--- config.mk ---
export PLATFORM = sky130hd
export DESIGN_NAME = i2csd_top
export DESIGN_NICKNAME = d
export VERILOG_FILES = /design/src/i2csd_pkg.sv /design/src/i2csd_top.sv
export SDC_FILE = /design/constraint.sdc
export NUM_CORES = 1
export LEC_CHECK = 0
export ABC_AREA = 1
export BUFFER_PORTS_ARGS = -buffer_cell sky130_fd_sc_hd__buf_2
export CAP_MARGIN = 0
export CORE_UTILIZATION = 35
export DETAILED_ROUTE_END_ITERATION = 16
export MAX_ROUTING_LAYER = met4
export SYNTH_ARGS = -nofsm -noshare
export SYNTH_HDL_FRONTEND = slang
export SYNTH_SLANG_ARGS = --single-unit
export TNS_END_PERCENT = 30
--- constraint.sdc ---
create_clock -name aclk -period 2.75 [get_ports aclk]
set_input_delay 0.55 -clock aclk [delete_from_list [all_inputs] [get_ports aclk]]
set_output_delay 0.55 -clock aclk [all_outputs]
set_load 0.005 [all_outputs]
--- src/i2csd_pkg.sv ---
package i2csd_pkg;
  // ==========================================================
  // timing: 50 mhz core clock, 100 khz bit clock when mastering
  localparam int CLK_MHZ = 50;
  localparam int SCL_HALF_NS = 5000;
  localparam int SCL_HALF_CYC = (SCL_HALF_NS * CLK_MHZ + 999) / 1000;
  localparam logic [8:0] SCL_HALF = 9'(SCL_HALF_CYC);

  // ==========================================================
  // register byte offsets
  localparam logic [7:0] OFS_ADDR = 8'h00;
  localparam logic [7:0] OFS_CTL1 = 8'h04;
  localparam logic [7:0] OFS_CTL2 = 8'h08;
  localparam logic [7:0] OFS_STAT = 8'h0c;
  localparam logic [7:0] OFS_TXD = 8'h10;
  localparam logic [7:0] OFS_RXD = 8'h14;
  localparam logic [7:0] OFS_PEC = 8'h18;

  // ==========================================================
  // reset values and fixed codes
  localparam logic [7:0] OWN_ADDR_RST = 8'ha0;
  localparam logic [7:0] BYTE_RST = 8'h00;
  localparam logic RXAK_RST = 1'b1;
  localparam logic TXE_RST = 1'b1;
  localparam logic [6:0] GEN_CALL = 7'h00;
  localparam logic [6:0] EXT_CALL = 7'h0c;
  localparam logic [7:0] CRC_POLY = 8'h07;
  localparam logic [3:0] ACK_SLOT = 4'h8;
  localparam logic [1:0] RESP_OKAY = 2'h0;
  localparam logic [1:0] RESP_SLVERR = 2'h2;

  // ==========================================================
  // field positions
  localparam int A_EXT = 0;
  localparam int C1_EN = 7;
  localparam int C1_IEN = 6;
  localparam int C1_NOACK = 3;
  localparam int C1_PECB = 1;
  localparam int C2_AL = 7;
  localparam int C2_NAK = 6;
  localparam int C2_BB = 5;
  localparam int C2_MC = 3;
  localparam int C2_DIR = 2;
  localparam int C2_PECE = 1;

  // ==========================================================
  // master sequencer states
  typedef enum logic [1:0] {
    MST_IDLE = 2'b00,
    MST_START = 2'b01,
    MST_RUN = 2'b10,
    MST_STOP = 2'b11
  } i2csd_mst_t;
endpackage

--- src/i2csd_top.sv ---
// The implementer's own choices: the address map and register access over AXI4-Lite.
`timescale 1ns/100ps
module i2csd_top (
  input wire logic aclk,
  input wire logic aresetn,
  input wire logic [7:0] awaddr,
  input wire logic awvalid,
  output logic awready,
  input wire logic [31:0] wdata,
  input wire logic [3:0] wstrb,
  input wire logic wvalid,
  output logic wready,
  output logic [1:0] bresp,
  output logic bvalid,
  input wire logic bready,
  input wire logic [7:0] araddr,
  input wire logic arvalid,
  output logic arready,
  output logic [31:0] rdata,
  output logic [1:0] rresp,
  output logic rvalid,
  input wire logic rready,
  input wire logic scl_i,
  output logic scl_o,
  output logic scl_oe,
  input wire logic sda_i,
  output logic sda_o,
  output logic sda_oe,
  output logic irq
);
  // ==========================================================
  // declarations
  logic [1:0] scl_sy_ff, sda_sy_ff;
  logic scl_d_ff, sda_d_ff, line_lo_ff;
  logic aw_hold_ff, w_hold_ff, w_lane_ff, awready_ff, wready_ff;
  logic bvalid_ff, arready_ff, rvalid_ff, irq_ff;
  logic [1:0] bresp_ff, rresp_ff;
  logic [7:0] aw_addr_ff, wd, rd_byte;
  logic [31:0] w_data_ff, rdata_ff;
  logic [7:0] own_addr_ff;
  logic module_enable_ff, irq_enable_ff, noack_cfg_ff, pec_byte_ff;
  i2csd_pkg::i2csd_mst_t mst_ff;
  logic [8:0] tmr_ff;
  logic scl_oe_ff, sda_oe_ff, xmit_ff, act_ff, is_addr_ff, need_ff, pend_ff;
  logic [3:0] cnt_ff;
  logic [7:0] tx_sh_ff, rx_sh_ff, tx_data_ff, rx_data_ff, crc_ff, pec_val_ff;
  logic master_control_ff, master_direction_ff, bus_busy_ff;
  logic arb_loss_ff, no_ack_ff, pec_error_ff, rx_event_ff, tx_event_ff;
  logic addr_hit_ff, slave_dir_ff, rx_ack_ff, pec_ready_ff;
  logic tx_empty_ff, rx_full_ff;
  logic scl_s, sda_s, scl_rise, scl_fall, start_det, stop_det;
  logic do_wr, wr_addr, wr_ctl1, wr_ctl2, wr_stat, wr_txd;
  logic rd_take, rd_rx, rd_pec, in_mst, addr_ok, ack_out, hold, stop_go;
  logic [7:0] crc_nxt;

  // ==========================================================
  // helpers
  function automatic logic is_mapped(input logic [7:0] a);
    return a == i2csd_pkg::OFS_ADDR || a == i2csd_pkg::OFS_CTL1 ||
           a == i2csd_pkg::OFS_CTL2 || a == i2csd_pkg::OFS_STAT ||
           a == i2csd_pkg::OFS_TXD || a == i2csd_pkg::OFS_RXD ||
           a == i2csd_pkg::OFS_PEC;
  endfunction

  // crc-8 over one byte, msb first
  function automatic logic [7:0] crc8(input logic [7:0] c,
                                      input logic [7:0] d);
    logic [7:0] r;
    r = c ^ d;
    for (int i = 0; i < 8; i++) begin
      r = r[7] ? ((r << 1) ^ i2csd_pkg::CRC_POLY) : (r << 1);
    end
    return r;
  endfunction

  // ==========================================================
  // pin synchronisers and line event detection
  always_ff @(posedge aclk) begin
    if (!aresetn) begin
      scl_sy_ff <= 2'h3;
      sda_sy_ff <= 2'h3;
      scl_d_ff <= 1'b1;
      sda_d_ff <= 1'b1;
    end else begin
      scl_sy_ff <= {scl_sy_ff[0], scl_i};
      sda_sy_ff <= {sda_sy_ff[0], sda_i};
      scl_d_ff <= scl_sy_ff[1];
      sda_d_ff <= sda_sy_ff[1];
    end
  end

  assign scl_s = scl_sy_ff[1];
  assign sda_s = sda_sy_ff[1];
  assign scl_rise = scl_s & ~scl_d_ff;
  assign scl_fall = ~scl_s & scl_d_ff;
  assign start_det = scl_s & scl_d_ff & ~sda_s & sda_d_ff;
  assign stop_det = scl_s & scl_d_ff & sda_s & ~sda_d_ff;

  // ==========================================================
  // axi4-lite write channel: address and data taken in any order
  assign do_wr = aw_hold_ff & w_hold_ff & ~bvalid_ff;
  assign wd = w_data_ff[7:0];
  assign wr_addr = do_wr & w_lane_ff & (aw_addr_ff == i2csd_pkg::OFS_ADDR);
  assign wr_ctl1 = do_wr & w_lane_ff & (aw_addr_ff == i2csd_pkg::OFS_CTL1);
  assign wr_ctl2 = do_wr & w_lane_ff & (aw_addr_ff == i2csd_pkg::OFS_CTL2);
  assign wr_stat = do_wr & w_lane_ff & (aw_addr_ff == i2csd_pkg::OFS_STAT);
  assign wr_txd = do_wr & w_lane_ff & (aw_addr_ff == i2csd_pkg::OFS_TXD);

  always_ff @(posedge aclk) begin
    if (!aresetn) begin
      awready_ff <= 1'b1;
      wready_ff <= 1'b1;
      aw_hold_ff <= 1'b0;
      w_hold_ff <= 1'b0;
      aw_addr_ff <= i2csd_pkg::BYTE_RST;
      w_data_ff <= 32'h0;
      w_lane_ff <= 1'b0;
      bvalid_ff <= 1'b0;
      bresp_ff <= i2csd_pkg::RESP_OKAY;
    end else begin
      if (awvalid && awready_ff) begin
        aw_hold_ff <= 1'b1;
        aw_addr_ff <= awaddr;
        awready_ff <= 1'b0;
      end
      if (wvalid && wready_ff) begin
        w_hold_ff <= 1'b1;
        w_data_ff <= wdata;
        w_lane_ff <= wstrb[0];
        wready_ff <= 1'b0;
      end
      if (do_wr) begin
        aw_hold_ff <= 1'b0;
        w_hold_ff <= 1'b0;
        bvalid_ff <= 1'b1;
        bresp_ff <= is_mapped(aw_addr_ff) ? i2csd_pkg::RESP_OKAY :
                    i2csd_pkg::RESP_SLVERR;
      end
      // channels reopen only after the response, one write at a time
      if (bvalid_ff && bready) begin
        bvalid_ff <= 1'b0;
        awready_ff <= 1'b1;
        wready_ff <= 1'b1;
      end
    end
  end

  // ==========================================================
  // axi4-lite read channel with read side effects
  assign rd_take = arvalid & arready_ff;
  assign rd_rx = rd_take & (araddr == i2csd_pkg::OFS_RXD);
  assign rd_pec = rd_take & (araddr == i2csd_pkg::OFS_PEC);

  always_comb begin
    case (araddr)
      i2csd_pkg::OFS_ADDR: rd_byte = own_addr_ff;
      i2csd_pkg::OFS_CTL1: rd_byte = {module_enable_ff, irq_enable_ff,
                                      2'h0, noack_cfg_ff, 1'b0,
                                      pec_byte_ff, 1'b0};
      i2csd_pkg::OFS_CTL2: rd_byte = {arb_loss_ff, no_ack_ff, bus_busy_ff,
                                      1'b0, master_control_ff,
                                      master_direction_ff, pec_error_ff,
                                      1'b0};
      i2csd_pkg::OFS_STAT: rd_byte = {rx_event_ff, tx_event_ff,
                                      addr_hit_ff, slave_dir_ff, rx_ack_ff,
                                      pec_ready_ff, tx_empty_ff, rx_full_ff};
      i2csd_pkg::OFS_RXD: rd_byte = rx_data_ff;
      i2csd_pkg::OFS_PEC: rd_byte = pec_val_ff;
      default: rd_byte = i2csd_pkg::BYTE_RST;
    endcase
  end

  always_ff @(posedge aclk) begin
    if (!aresetn) begin
      arready_ff <= 1'b1;
      rvalid_ff <= 1'b0;
      rdata_ff <= 32'h0;
      rresp_ff <= i2csd_pkg::RESP_OKAY;
    end else if (rd_take) begin
      arready_ff <= 1'b0;
      rvalid_ff <= 1'b1;
      rdata_ff <= {24'h0, rd_byte};
      rresp_ff <= is_mapped(araddr) ? i2csd_pkg::RESP_OKAY :
                  i2csd_pkg::RESP_SLVERR;
    end else if (rvalid_ff && rready) begin
      arready_ff <= 1'b1;
      rvalid_ff <= 1'b0;
    end
  end

  // ==========================================================
  // software configuration
  always_ff @(posedge aclk) begin
    if (!aresetn) begin
      own_addr_ff <= i2csd_pkg::OWN_ADDR_RST;
      module_enable_ff <= 1'b0;
      irq_enable_ff <= 1'b0;
      noack_cfg_ff <= 1'b0;
      pec_byte_ff <= 1'b0;
    end else begin
      if (wr_addr) begin
        own_addr_ff <= wd;
      end
      // a start ends the pec byte mode; a write in that cycle still wins
      if (start_det) begin
        pec_byte_ff <= 1'b0;
      end
      if (wr_ctl1) begin
        module_enable_ff <= wd[i2csd_pkg::C1_EN];
        irq_enable_ff <= wd[i2csd_pkg::C1_IEN];
        noack_cfg_ff <= wd[i2csd_pkg::C1_NOACK];
        pec_byte_ff <= wd[i2csd_pkg::C1_PECB];
      end
    end
  end

  // ==========================================================
  // byte engine terms
  assign in_mst = (mst_ff == i2csd_pkg::MST_RUN);
  assign addr_ok = (rx_sh_ff[7:1] == own_addr_ff[7:1]) ||
                   (own_addr_ff[i2csd_pkg::A_EXT] &&
                    (rx_sh_ff[7:1] == i2csd_pkg::GEN_CALL ||
                     rx_sh_ff[7:1] == i2csd_pkg::EXT_CALL));
  assign ack_out = is_addr_ff ? addr_ok : ~noack_cfg_ff;
  assign hold = pend_ff | (need_ff & tx_empty_ff);
  assign stop_go = ~master_control_ff & (cnt_ff == 4'h0);
  assign crc_nxt = crc8(crc_ff, rx_sh_ff);

  // ==========================================================
  // master sequencer, shifter and every status flag
  // flags are cleared by software first and set by hardware last, so an
  // event in the cycle of its clear is kept
  always_ff @(posedge aclk) begin
    if (!aresetn || !module_enable_ff) begin
      mst_ff <= i2csd_pkg::MST_IDLE;
      tmr_ff <= 9'h0;
      scl_oe_ff <= 1'b0;
      sda_oe_ff <= 1'b0;
      cnt_ff <= 4'h0;
      {xmit_ff, act_ff, is_addr_ff, need_ff, pend_ff} <= 5'h0;
      tx_sh_ff <= i2csd_pkg::BYTE_RST;
      rx_sh_ff <= i2csd_pkg::BYTE_RST;
      crc_ff <= i2csd_pkg::BYTE_RST;
      {master_control_ff, bus_busy_ff, arb_loss_ff, no_ack_ff} <= 4'h0;
      {rx_event_ff, tx_event_ff, addr_hit_ff, slave_dir_ff} <= 4'h0;
      {pec_ready_ff, rx_full_ff} <= 2'h0;
      rx_ack_ff <= i2csd_pkg::RXAK_RST;
      tx_empty_ff <= i2csd_pkg::TXE_RST;
      if (!aresetn) begin
        master_direction_ff <= 1'b0;
        tx_data_ff <= i2csd_pkg::BYTE_RST;
        rx_data_ff <= i2csd_pkg::BYTE_RST;
        pec_val_ff <= i2csd_pkg::BYTE_RST;
      end
    end else begin
      // bus state seen on the lines
      if (start_det) bus_busy_ff <= 1'b1;
      if (stop_det) bus_busy_ff <= 1'b0;
      // software side: clears by zero write, loads and reads
      if (wr_ctl2) begin
        if (!wd[i2csd_pkg::C2_AL]) arb_loss_ff <= 1'b0;
        if (!wd[i2csd_pkg::C2_NAK]) no_ack_ff <= 1'b0;
        master_direction_ff <= wd[i2csd_pkg::C2_DIR];
        if (!wd[i2csd_pkg::C2_MC]) begin
          master_control_ff <= 1'b0;
        end else if (!master_control_ff && bus_busy_ff) begin
          arb_loss_ff <= 1'b1;
        end else begin
          master_control_ff <= 1'b1;
        end
      end
      if (wr_stat && !wd[7]) rx_event_ff <= 1'b0;
      if (wr_stat && !wd[6]) tx_event_ff <= 1'b0;
      if (wr_txd) begin
        tx_data_ff <= wd;
        tx_empty_ff <= 1'b0;
      end
      if (rd_rx) rx_full_ff <= 1'b0;
      if (rd_pec) pec_ready_ff <= 1'b0;

      // master sequencer; a stretched low line pauses the high count
      case (mst_ff)
        i2csd_pkg::MST_IDLE: begin
          scl_oe_ff <= act_ff & hold & ~scl_s; // slave stretches
          if (master_control_ff && !bus_busy_ff && scl_s && sda_s) begin
            mst_ff <= i2csd_pkg::MST_START;
            sda_oe_ff <= 1'b1;
            tmr_ff <= i2csd_pkg::SCL_HALF;
          end
        end
        i2csd_pkg::MST_START: begin
          if (tmr_ff != 9'h0) begin
            tmr_ff <= tmr_ff - 9'h1;
          end else begin
            mst_ff <= i2csd_pkg::MST_RUN;
            scl_oe_ff <= 1'b1;
            tmr_ff <= i2csd_pkg::SCL_HALF;
            {xmit_ff, act_ff, is_addr_ff} <= 3'h7;
            cnt_ff <= 4'h0;
            crc_ff <= i2csd_pkg::BYTE_RST;
            tx_sh_ff <= {own_addr_ff[7:1], master_direction_ff};
          end
        end
        i2csd_pkg::MST_RUN: begin
          if (scl_oe_ff) begin
            if (tmr_ff != 9'h0) begin
              tmr_ff <= tmr_ff - 9'h1;
            end else if (stop_go) begin
              mst_ff <= i2csd_pkg::MST_STOP;
              sda_oe_ff <= 1'b1;
              need_ff <= 1'b0;
              tmr_ff <= i2csd_pkg::SCL_HALF;
            end else if (!hold) begin
              scl_oe_ff <= 1'b0;
              tmr_ff <= i2csd_pkg::SCL_HALF;
            end
          end else if (scl_s) begin
            if (tmr_ff != 9'h0) begin
              tmr_ff <= tmr_ff - 9'h1;
            end else begin
              scl_oe_ff <= 1'b1;
              tmr_ff <= i2csd_pkg::SCL_HALF;
            end
          end
        end
        i2csd_pkg::MST_STOP: begin
          if (tmr_ff != 9'h0) begin
            tmr_ff <= tmr_ff - 9'h1;
          end else if (scl_oe_ff) begin
            scl_oe_ff <= 1'b0;
            tmr_ff <= i2csd_pkg::SCL_HALF;
          end else if (scl_s) begin
            sda_oe_ff <= 1'b0; // sda rises with scl high: stop
            act_ff <= 1'b0;
            mst_ff <= i2csd_pkg::MST_IDLE;
          end
        end
        default: mst_ff <= i2csd_pkg::MST_IDLE;
      endcase

      // shifter: slave wake-up on a foreign start
      if (start_det && mst_ff == i2csd_pkg::MST_IDLE) begin
        {act_ff, is_addr_ff} <= 2'h3;
        {xmit_ff, need_ff} <= 2'h0;
        cnt_ff <= 4'h0;
        sda_oe_ff <= 1'b0;
        crc_ff <= i2csd_pkg::BYTE_RST;
      end else if (act_ff && scl_rise && cnt_ff != i2csd_pkg::ACK_SLOT) begin
        rx_sh_ff <= {rx_sh_ff[6:0], sda_s};
        cnt_ff <= cnt_ff + 4'h1;
        // driven one but line low: lose, free both lines, stay a listener
        if (in_mst && xmit_ff && !sda_oe_ff && !sda_s) begin
          arb_loss_ff <= 1'b1;
          master_control_ff <= 1'b0;
          {scl_oe_ff, sda_oe_ff, xmit_ff} <= 3'h0;
          mst_ff <= i2csd_pkg::MST_IDLE;
        end
      end else if (act_ff && scl_rise) begin
        // ninth clock
        cnt_ff <= 4'h0;
        is_addr_ff <= 1'b0;
        crc_ff <= crc_nxt;
        pec_val_ff <= crc_nxt;
        pec_ready_ff <= 1'b1;
        if (xmit_ff) begin
          rx_ack_ff <= sda_s;
          if (sda_s && in_mst) begin
            no_ack_ff <= 1'b1;
            master_control_ff <= 1'b0;
          end else if (sda_s) begin
            act_ff <= 1'b0;
          end else if (in_mst && is_addr_ff && master_direction_ff) begin
            xmit_ff <= 1'b0;
          end else begin
            need_ff <= 1'b1;
          end
        end else if (is_addr_ff && !in_mst) begin
          if (addr_ok) begin
            addr_hit_ff <= 1'b1;
            slave_dir_ff <= rx_sh_ff[0];
            pend_ff <= 1'b1;
            xmit_ff <= rx_sh_ff[0];
            need_ff <= rx_sh_ff[0];
          end else begin
            act_ff <= 1'b0;
          end
        end else begin
          addr_hit_ff <= 1'b0;
          pend_ff <= 1'b1;
          if (pec_byte_ff) pec_error_ff <= (crc_nxt != 8'h00);
        end
      end else if (scl_fall && mst_ff != i2csd_pkg::MST_STOP) begin
        // new bit or ack goes out only while scl is low
        if (cnt_ff == i2csd_pkg::ACK_SLOT) begin
          sda_oe_ff <= act_ff & ~xmit_ff & ack_out;
        end else begin
          sda_oe_ff <= act_ff & xmit_ff & ~tx_sh_ff[~cnt_ff[2:0]];
        end
      end

      // received byte waits here while the previous one is unread
      if (pend_ff && !rx_full_ff) begin
        rx_data_ff <= rx_sh_ff;
        pend_ff <= 1'b0;
        rx_full_ff <= 1'b1;
        rx_event_ff <= 1'b1;
      end
      // tx data moves only with scl low so sda never changes under high
      if (need_ff && !tx_empty_ff && !scl_s && !scl_d_ff && !pend_ff) begin
        tx_sh_ff <= tx_data_ff;
        sda_oe_ff <= ~tx_data_ff[7];
        need_ff <= 1'b0;
        // a write landing in this cycle refills the register: it stays full
        tx_empty_ff <= ~wr_txd;
        tx_event_ff <= 1'b1;
      end
    end
  end

  // ==========================================================
  // interrupt request and fixed low drive for the open-drain pins
  always_ff @(posedge aclk) begin
    if (!aresetn) begin
      irq_ff <= 1'b0;
      line_lo_ff <= 1'b0;
    end else begin
      irq_ff <= irq_enable_ff & (tx_event_ff | rx_event_ff |
                                 arb_loss_ff | no_ack_ff);
      line_lo_ff <= 1'b0;
    end
  end

  assign awready = awready_ff;
  assign wready = wready_ff;
  assign bresp = bresp_ff;
  assign bvalid = bvalid_ff;
  assign arready = arready_ff;
  assign rdata = rdata_ff;
  assign rresp = rresp_ff;
  assign rvalid = rvalid_ff;
  assign scl_o = line_lo_ff;
  assign sda_o = line_lo_ff;
  assign scl_oe = scl_oe_ff;
  assign sda_oe = sda_oe_ff;
  assign irq = irq_ff;
endmodule
==> metrics.txt, run 1 <==
Ant. Diodes 0; Die H 140 um; worst hold path type primary input to flip-flop; port bufs 51; HPWL Detailed 12.7 mm; Yosys top cell area share 33.5%; clock buffer depth 2; Post-synth EDFFs 26; number of global-route vias before repair 5493; Routed Antenna Nets 0; CTS tree done; sequential area share after synthesis 45.3%; count leader, synth nand2_1; Worst slew margin 65.2%; IO Pins 107; min Tclk post-route 2.15 ns; post-cts resize count 0; FMAX 465 MHz; Critical Path Sink Type flip-flop; Mapped Cells 879; routed length per placed instance 14.6 um; Final Cycle Share 78.2%; Avg Vias per Cell 4.93; routed via count 5848; Post-synth ARST share 0%; Remaining DRCs 0; Global Route Usage Sum 19.3%; #FFs+latches synth 137; top cells by count, synth nand2_1 (149), inv_1 (115), dfxtp_1 (111); Nets 1010; # hold bufs at CTS 0; die width 140 um; Layout Cells excl Fill 1186; clock sinks 137; Synth cell types 39; Routability Congestion 0.879; status completed; Filler Cell Count 1900; initial antenna violation count 0; Layout Skew 0.0210 ns; count of final hold-check violations 0; # rows 49; Crit path arrival time 2.46 ns; wl on met1 8.06 mm; highest routed layer met4; Max H-tree Level 4; Placed Instances 1154; R2R Setup Slk 0.60 ns; CTS Buf Count 17; Hold Path Depth 2; Ys Warns 0; Initial DRC Count 394; clk slew on worst S/H paths 0.06 ns; Hold Crit Start scl_i; Starting Density 36.3%; multi-input logic area 0.00299 mm2; Hold Crit Endpoint scl_sy_ff[0]$_SDFF_PN1_; setup tns final 0 ns; CP max FO 12; Setup violations, final 0; reg-to-reg endpoint tmr_ff[7]$_SDFFE_PP0P_; mapped cell area 0.00664 mm2; worst slew pin tran 0.518 ns; R2R depth 13; largest net degree at the start of global routing 42; Area Growth Syn to Fin 15.6%; Synth Flop Type dfxtp_1; largest cells by area after synthesis dfxtp_1 (33%), edfxtp_1 (12%), nand2_1 (8.4%), o21ai_0 (6.6%), inv_1 (6.5%); pwr dens 583 mW/mm2; Pre-antenna DRT Iters 5; Max-cap violations 0; final WL 17.3 mm; fraction of layout cells with a size suffix above 1 12.7%; RSZ-0062 raised after global routing no; FF-to-FF Start tmr_ff[0]$_SDFFE_PP0P_; CTS root buffer clkbuf_16; die area 0.0195 mm2; GRT overflow 0; Worst EP required 3.06 ns; met2 wire len 8.14 mm; clk_lat worst skew 0.43 ns; Peak VDD IR 0.447 mV; FF/Latch Area 0.00300 mm2; Syn Area/Cell 7.55 um2; Startpoint Class flip-flop; core area 0.0183 mm2; Synth area leader dfxtp_1; post-CTS setup buffers 0; first-pass GRT wire length 28.4 mm; pins over their slew limit 0; Critical Setup Path Class flip-flop to flip-flop; Met3 Wirelength 917 um; leak pwr 3.17 nW
[critical path, cell delays in order (launching register included)]
cell and delay (ns):
dfxtp_1 0.32, inv_1 0.10, ha_1 0.18, inv_1 0.04, nor2_1 0.08, nand2_1 0.06
nor2_1 0.12, inv_1 0.13, o22ai_1 0.14, nand2_1 0.07, nand2_1 0.31, inv_1 0.23
o21ai_0 0.22, nor2_1 0.06
[where the power goes]
group / switching (mW) / internal, mW
clock network: 0.908 / 1.24
registers: 0.0331 / 2.10
logic: 0.124 / 0.0704
total: 1.06 / 3.41
[how the worst max path moves through the flow]
stage | start | endpoint | cells past startpoint
finish | tmr_ff[0]$_SDFFE_PP0P_ | tmr_ff[7]$_SDFFE_PP0P_ | 13
floorplan | cnt_ff[0]$_SDFFE_PP0P_ | pec_val_ff[0]$_SDFFCE_PP0P_ | 6
global route | tmr_ff[1]$_SDFFE_PP0P_ | tmr_ff[7]$_SDFFE_PP0P_ | 13
detailed placement | tmr_ff[0]$_SDFFE_PP0P_ | tmr_ff[5]$_SDFFE_PP0P_ | 13
global placement | tmr_ff[0]$_SDFFE_PP0P_ | tmr_ff[7]$_SDFFE_PP0P_ | 13
CTS | cnt_ff[0]$_SDFFE_PP0P_ | tmr_ff[5]$_SDFFE_PP0P_ | 10
[placed cells by master, fill, tap and decap left out, types with 4 or more instances in the layout]
| cell | synthesis | final |
|---|---|---|
| nor4_1 | 4 | 4 |
| o31ai_1 | 5 | 5 |
| a21oi_1 | 81 | 81 |
| buf_4 | 29 | 19 |
| inv_1 | 115 | 115 |
| a31oi_1 | 12 | 12 |
| buf_2 | 5 | 51 |
| nand2_1 | 149 | 149 |
| xor2_1 | 9 | 9 |
| or2_2 | 10 | 10 |
| a211oi_1 | 10 | 10 |
| nand3_1 | 40 | 40 |
| xnor2_1 | 16 | 16 |
| nand4_1 | 8 | 8 |
| nor2_1 | 90 | 90 |
| ha_1 | 5 | 5 |
| nor3_1 | 21 | 21 |
| conb_1 | 1 | 28 |
| dfxtp_1 | 111 | 111 |
| clkbuf_16 | 0 | 18 |
| o21ai_0 | 88 | 88 |
| edfxtp_1 | 26 | 26 |
[routing by layer]
layer  GRT usage, %  vias to the layer above
met1           25.0                     2707
met2           30.3                      153
met3           3.82                       14
met4           5.90                        0
li1               -                     2974
met5              -                        -
[cell type report]
cell class                 count  share of cell area, %
clock inverter                11                   1.08
timing repair buffer          70                   5.19
sequential                   137                   39.2
inverter                     117                   5.73
clock buffer                  21                   6.15
multi-input combinational    601                   39.0
tap                          229                   3.74
[stage by stage]
stage | setup slack (ns) | util [%] | area, um2 | total power [mW] | hold slack [ns]
3_3_place_gp | 0.654 | 38.9 | 7110 | 2.36 | 0.401
2_1_floorplan | 0.660 | - | 6740 | 2.31 | 0.393
4_1_cts | 0.651 | 42.0 | 7670 | 4.53 | 0.303
6_report | 0.600 | 42.0 | 7670 | 4.47 | 0.313
5_1_grt | 0.345 | 42.0 | 7670 | 4.65 | 0.314
3_5_place_dp | 0.663 | 38.9 | 7110 | 2.37 | 0.401
[cell families (layout without fill, tap and decap cells)]
| family | Yosys count | after routing | synth area share, % |
|---|---|---|---|
| AOI/OAI and AO/OA | 208 | 208 | 17.0 |
| xor gates and xnor gates | 29 | 29 | 4.28 |
| adders and majority gates | 5 | 5 | 0.943 |
| buffers and inverters | 168 | 219 | 11.2 |
| DFF | 137 | 137 | 45.3 |
| other | 1 | 28 | 0.0565 |
| and+or+nand+nor | 331 | 331 | 21.2 |
[flip-flops by register name (all words and copies together), names as in the netlist, 2 cells and up]
| register | count |
|---|---|
| scl_sy_ff | 2 |
| pec_val_ff | 8 |
| rdata | 8 |
| tx_sh_ff | 8 |
| rx_data_ff | 8 |
| own_addr_ff | 8 |
| tx_data_ff | 8 |
| w_data_ff | 8 |
| cnt_ff | 4 |
| aw_addr_ff | 8 |
| tmr_ff | 9 |
| mst_ff | 2 |
| rx_sh_ff | 8 |
| crc_ff | 8 |
| sda_sy_ff | 2 |
(Power assumes the default switching activity.)
==> run 2: changes to the inputs <==
ABC_AREA = 0   (was 1)
clock period = 2.2 ns   (was 2.75 ns; I/O delays follow)
==> metrics.txt, run 2 <==
Largest register FFs 9 (unchanged); routed length per placed instance 17.0 um (+16%); Routability Congestion 0.919 (+4.5%); routed via count 5805 (-0.74%); routing usage on met3 4.10% (+0.28 points); Pre-antenna DRT Iters 5 (unchanged); FF-to-FF Start rx_sh_ff[7]$_SDFFE_PP0P_; largest net degree at the start of global routing 59 (+40%); Starting Density 35.8% (-0.49 points); Setup violations, final 0 (unchanged); Layout Skew 0.00719 ns (-0.0138 ns); clk slew on worst S/H paths 0.06 ns (about the same); Routed Antenna Nets 0 (unchanged); Max-cap violations 0 (unchanged); clk_lat worst skew 0.42 ns (about the same); CTS Buf Count 17 (unchanged); leak pwr 3.04 nW (-4.2%); RSZ-0062 raised after global routing no; Worst EP required 2.55 ns (-0.51 ns); Critical Path Sink Type flip-flop; Worst slew margin 65.5% (+0.30 points); largest cells by area after synthesis dfxtp_1 (33%), edfxtp_1 (12%), nand2_1 (5.1%), a21oi_1 (3.6%), a21boi_0 (3.4%); clock sinks 137 (unchanged); Synth area leader dfxtp_1; met1 Use GR 26.0% (+0.95 points); Initial DRC Count 432 (+9.6%); Flop pwr share 47.7% (about the same); Max H-tree Level 4 (unchanged); FMAX 480 MHz (+3.3%); R2R Setup Slk 0.12 ns (-0.48 ns); #FFs+latches synth 137 (unchanged); Area Growth Syn to Fin 18.9%; top cells by count, synth dfxtp_1 (111), nand2_1 (91), a21oi_1 (48); IO Pins 107 (unchanged); Post-synth EDFFs 26 (unchanged); Synth cell types 70 (+79%); grt peak-use layer met2; GRT overflow 0 (unchanged); status completed; worst hold path type primary input to flip-flop; Syn Area/Cell 8.96 um2 (+19%); Critical Setup Path Class flip-flop to flip-flop; Final Cycle Share 94.6% (+16 points); commonest non-fill, non-tap cell in the layout dfxtp_1; clock buffer depth 2 (unchanged); Synth Flop Type dfxtp_1; count leader, synth dfxtp_1; Ys Warns 0 (unchanged); number of global-route vias before repair 5444 (-0.89%); post-CTS setup buffers 0 (unchanged); Remaining DRCs 0 (unchanged); Post-synth ARST share 0% (unchanged); Hold Crit Start sda_i; Most flops, register tmr_ff; post-cts resize count 0 (unchanged); Mapped Cells 748 (-15%); Crit path arrival time 2.43 ns (-0.03 ns); die width 140 um (+0.49%); Switching Share 23.0% (-0.76 points); final WL 18.2 mm (+5.3%); Filler Cell Count 1844 (-2.9%); Peak VDD IR 0.503 mV (+12%); min Tclk post-route 2.08 ns (-0.0681 ns); HPWL Detailed 13.2 mm (+4.0%); Ant. Diodes 0 (unchanged); Nets 894 (-11%); Global Route Usage Sum 19.8% (+0.51 points); pins over their slew limit 0 (unchanged); FF/Latch Area 0.00300 mm2 (unchanged); Crit. Startpoint rx_sh_ff[7]$_SDFFE_PP0P_; die area 0.0197 mm2 (+0.98%); worst slew pin tran 0.514 ns (-0.00441 ns); CP max FO 5 (-7); fraction of layout cells with a size suffix above 1 18.3% (+5.6 points); CTS root buffer clkbuf_16; core area 0.0187 mm2 (+2.4%); multi-input logic area 0.00337 mm2 (+13%); setup tns final 0 ns (unchanged); Combinational Power Share 4.3% (about the same); port bufs 51 (unchanged); CP cell instances xor2_2 -> buf_4 -> xnor3_2 -> xor2_1 -> or3_1 -> a21oi_1; crit-path max cell delay 0.57 ns (+0.25 ns); count of final hold-check violations 0 (unchanged); Yosys top cell area share 33.2% (-0.33 points); final core utilization 42.6% (+0.63 points); sequential area share after synthesis 44.8% (-0.45 points); CTS tree done; first-pass GRT wire length 29.2 mm (+2.9%); # rows 50 (+2.0%); Startpoint Class flip-flop; mapped cell area 0.00670 mm2 (+1.0%); Avg Vias per Cell 5.40 (+9.5%); # hold bufs at CTS 0 (unchanged); Clock Power Share 48.0% (about the same); met2 GRT Util 30.5% (+0.24 points); internal power 4.29 mW (+26%); pwr dens 699 mW/mm2 (+20%); initial antenna violation count 0 (unchanged); Worst path slowest cell dfxtp_1; commonest cells after routing, fill and taps aside dfxtp_1 (111), nand2_1 (91), buf_4 (55), buf_2 (51), a21oi_1 (48); net switching power 1.28 mW (+21%); Die H 140 um (+0.49%)
==> run 2: changes by cell type after synthesis, moves of 13 or more <==
| cell | previous run | this run |
|---|---|---|
| nand2_1 | 149 | 91 |
| o21ai_0 | 88 | 43 |
| nor2_1 | 90 | 37 |
| a21oi_1 | 81 | 48 |
| mux2i_1 | 0 | 18 |
| nand2b_1 | 0 | 13 |
| clkbuf_1 | 17 | 42 |
| a21boi_0 | 1 | 30 |
| and3_1 | 1 | 18 |
| inv_1 | 115 | 17 |
==> run 2: power by group through the flow <==
| stage | registers (mW) | logic, mW | clock network [mW] |
|---|---|---|---|
| finish | 2.66 | 0.240 | 2.67 |
| CTS | 2.66 | 0.242 | 2.72 |
| detailed placement | 2.71 | 0.240 | 0 |
| global route | 2.66 | 0.270 | 2.84 |
| floorplan | 2.70 | 0.174 | 0 |
| global placement | 2.71 | 0.241 | 0 |
==> run 2: metal layers <==
metal	part of all wire [%]	up-vias
met2	46	179
met3	5.0	27
met4	1.7	0
met1	47	2789
li1	-	2810
met5	0	-
==> run 2: path summary, 6_finish.rpt <==
| path | end | cells after the start |
|---|---|---|
| setup / recovery | crc_ff[3]$_SDFF_PP0_ | 6 |
| hold / removal | sda_sy_ff[0]$_SDFF_PN1_ | 2 |
| setup reg to reg | crc_ff[3]$_SDFF_PP0_ | 6 |
| hold reg to reg | sda_sy_ff[1]$_SDFF_PN1_ | 1 |
==> run 2: cell families after synthesis <==
logic type | synth area share [%]
compound gates | 18.7
xor+xnor | 4.39
fa+ha+maj | 0.934
buf+inv | 6.65
flops | 44.8
mux | 3.19
other cells | 0.0560
simple gates | 21.3
==> run 2: final cells by class <==
cell class	count	share of cell area, %
well taps	234	3.67
flip-flops and latches	137	37.7
multi-input cells	548	42.3
repair buffers	107	8.63
inverters	17	0.801
clock buffers	20	5.60
clock inverters	12	1.29
==> run 2: worst max-delay path, delay by kind of cell, from the launching register on <==
kind                      cells  cell delay (ns)
buffers and inverters         1             0.15
AOI/OAI and AO/OA             1             0.13
DFF                           1             0.57
xor gates and xnor gates      3             0.85
and+or+nand+nor               1             0.31
==> run 2: through the flow <==
stage	cells	setup WS (ns)	hold WS (ns)	total power [mW]	instance area, um2
floorplan	775	0.0539	0.386	2.87	6800
global placement	1043	0.141	0.397	2.95	7400
detailed placement	1043	0.137	0.397	2.95	7400
CTS	1075	0.103	0.198	5.61	7950
global route	1075	0.0163	0.206	5.77	7970
finish	1075	0.118	0.204	5.57	7970
==> run 3: changes to the inputs <==
clock period = 1.8 ns   (was 2.2 ns; I/O delays follow)
==> metrics.txt, run 3 (same netlist as run 2, synthesis figures left out) <==
Ant. Diodes 0 (unchanged); # rows 50 (unchanged); clock buffer depth 2 (unchanged); RSZ-0062 raised after global routing yes; fraction of layout cells with a size suffix above 1 29.3% (+11 points); CTS root buffer clkbuf_16; failing checks setup timing; Nets 960 (+7.4%); routed length per placed instance 16.9 um (-0.53%); routing usage on met3 3.04% (-1.1 points); final WL 19.2 mm (+5.6%); commonest non-fill, non-tap cell in the layout buf_4; port bufs 51 (unchanged); worst setup margin -0.0207 ns (-0.138 ns); # hold bufs at CTS 0 (unchanged); Critical Path Sink Type flip-flop; worst hold path type primary input to flip-flop; R2R Setup Slk -0.02 ns (-0.14 ns); initial antenna violation count 0 (unchanged); die width 140 um (unchanged); Largest register FFs 9 (unchanged); Remaining DRCs 0 (unchanged); clock sinks 137 (unchanged); CP max FO 5 (unchanged); Worst EP required 2.15 ns (-0.40 ns); Worst path slowest cell xnor3_2; status finished with violations; leak pwr 3.51 nW (+15%); Pre-antenna DRT Iters 5 (unchanged); Crit path arrival time 2.18 ns (-0.25 ns); clk slew on worst S/H paths 0.06 ns (about the same); Most flops, register tmr_ff; FMAX 549 MHz (+14%); core area 0.0187 mm2 (unchanged); Startpoint Class flip-flop; reg-to-reg endpoint crc_ff[3]$_SDFF_PP0_; worst slew pin tran 0.502 ns (-0.0117 ns); HPWL Detailed 13.6 mm (+2.6%); clk_lat worst skew 0.42 ns (about the same); Final Cycle Share 101% (+6.5 points); Global Route Usage Sum 20.2% (+0.40 points); Area Growth Syn to Fin 32.7%; routed via count 5984 (+3.1%); FF-to-FF Start rx_sh_ff[2]$_SDFFE_PP0P_; Routed Antenna Nets 0 (unchanged); Routability Congestion 0.860 (-6.4%); Die H 140 um (unchanged); Max H-tree Level 4 (unchanged); GRT overflow 0 (unchanged); Peak VDD IR 0.683 mV (+36%); Initial DRC Count 539 (+25%); commonest cells after routing, fill and taps aside buf_4 (108), dfxtp_1 (104), nand2_1 (89), buf_2 (52), a21oi_1 (47); count of final hold-check violations 0 (unchanged); first-pass GRT wire length 29.9 mm (+2.3%); Max-cap violations 0 (unchanged); worst setup path endpoint crc_ff[3]$_SDFF_PP0_; crit-path max cell delay 0.45 ns (-0.12 ns); largest net degree at the start of global routing 67 (+14%); Starting Density 35.8% (unchanged); grt peak-use layer met2; Setup violations, final 6 (+6); CTS tree done; pwr dens 788 mW/mm2 (+13%); Worst slew margin 66.5% (+1.0 points); setup tns final -0.0571 ns (-0.0571 ns); met2 GRT Util 31.1% (+0.63 points); CP cell instances buf_6 -> xnor2_4 -> xnor3_2 -> xor2_1 -> or3_1 -> a21oi_1; Crit. Startpoint rx_sh_ff[2]$_SDFFE_PP0P_; die area 0.0197 mm2 (unchanged); number of global-route vias before repair 5529 (+1.6%); pins over their slew limit 0 (unchanged); CTS Buf Count 17 (unchanged); met1 Use GR 27.3% (+1.4 points); Filler Cell Count 1768 (-4.1%); min Tclk post-route 1.82 ns (-0.262 ns); Layout Skew 0.00923 ns (+0.00204 ns); final core utilization 47.5% (+4.9 points); IO Pins 107 (unchanged); Avg Vias per Cell 5.24 (-2.9%); Critical Setup Path Class flip-flop to flip-flop; R2R depth 6 (unchanged)
run 3: cell count changes in the layout (fill, tap and decap cells not counted), moves of 5 or more:
cell	change
buf_4	+53
buf_6	+8
dfxtp_1	-7
dfxtp_2	+5
nor3_1	-5
o21ai_0	-8
o21ai_1	+5
xnor2_1	-8
xnor2_2	+6
run 3: how the worst min path moves through the flow:
stage	startpoint	endpoint	slack, ns	cells after the start
3_3_place_gp	sda_sy_ff[0]$_SDFF_PN1_	sda_sy_ff[1]$_SDFF_PN1_	0.40	1
3_5_place_dp	sda_sy_ff[0]$_SDFF_PN1_	sda_sy_ff[1]$_SDFF_PN1_	0.40	1
5_1_grt	scl_i	scl_sy_ff[0]$_SDFF_PN1_	0.13	2
2_1_floorplan	scl_sy_ff[0]$_SDFF_PN1_	scl_sy_ff[1]$_SDFF_PN1_	0.39	1
6_report	sda_i	sda_sy_ff[0]$_SDFF_PN1_	0.13	2
4_1_cts	sda_i	sda_sy_ff[0]$_SDFF_PN1_	0.13	2
run 3: repair_timing:
item	in CTS	in global routing
gates cloned	0	2
endpoints found under the setup margin	44	75
buffers inserted	3	4
pin swaps	9	19
gates resized for setup	17	57
run 3: area by class of cell:
cell class | count | area, um2 | area share, %
Sequential cell | 137 | 3020 | 33.9
Tap cell | 234 | 293 | 3.29
Clock inverter | 14 | 133 | 1.49
Multi-Input combinational cell | 548 | 3670 | 41.3
Inverter | 17 | 63.8 | 0.718
Clock buffer | 18 | 450 | 5.07
Timing Repair Buffer | 173 | 1270 | 14.2
run 3: critical path, delay by kind of cell (launching register included):
| kind | cells | cell delay (ns) |
|---|---|---|
| buffers and inverters | 1 | 0.16 |
| AND/OR/NAND/NOR | 1 | 0.32 |
| flip-flops | 1 | 0.37 |
| AO/OA/AOI/OAI | 1 | 0.13 |
| XOR/XNOR | 3 | 0.78 |
run 3: per-stage QoR:
stage | area, um2 | cells | setup WS [ns] | power [mW] | hold slack [ns]
final | 8890 | 1141 | -0.0207 | 7.01 | 0.133
after detailed placement | 7890 | 1100 | -0.231 | 3.62 | 0.396
after global placement | 7890 | 1100 | -0.250 | 3.62 | 0.400
after floorplan | 6830 | 775 | -0.131 | 3.51 | 0.386
after CTS | 8580 | 1135 | -0.0525 | 7.07 | 0.128
after global routing | 8890 | 1141 | -0.126 | 7.24 | 0.133
run 3: metal layers:
metal	wire length, um	vias up
met5	0	-
li1	-	2948
met1	9100	2829
met2	8850	186
met3	1010	21
met4	294	0
run 3: report_power, final:
part | leakage, nW | total, mW | internal (mW) | switching (mW)
Combinational | 2.06 | 0.313 | 0.135 | 0.177
Sequential | 1.16 | 3.25 | 3.19 | 0.0579
Clock | 0.283 | 3.45 | 2.01 | 1.44
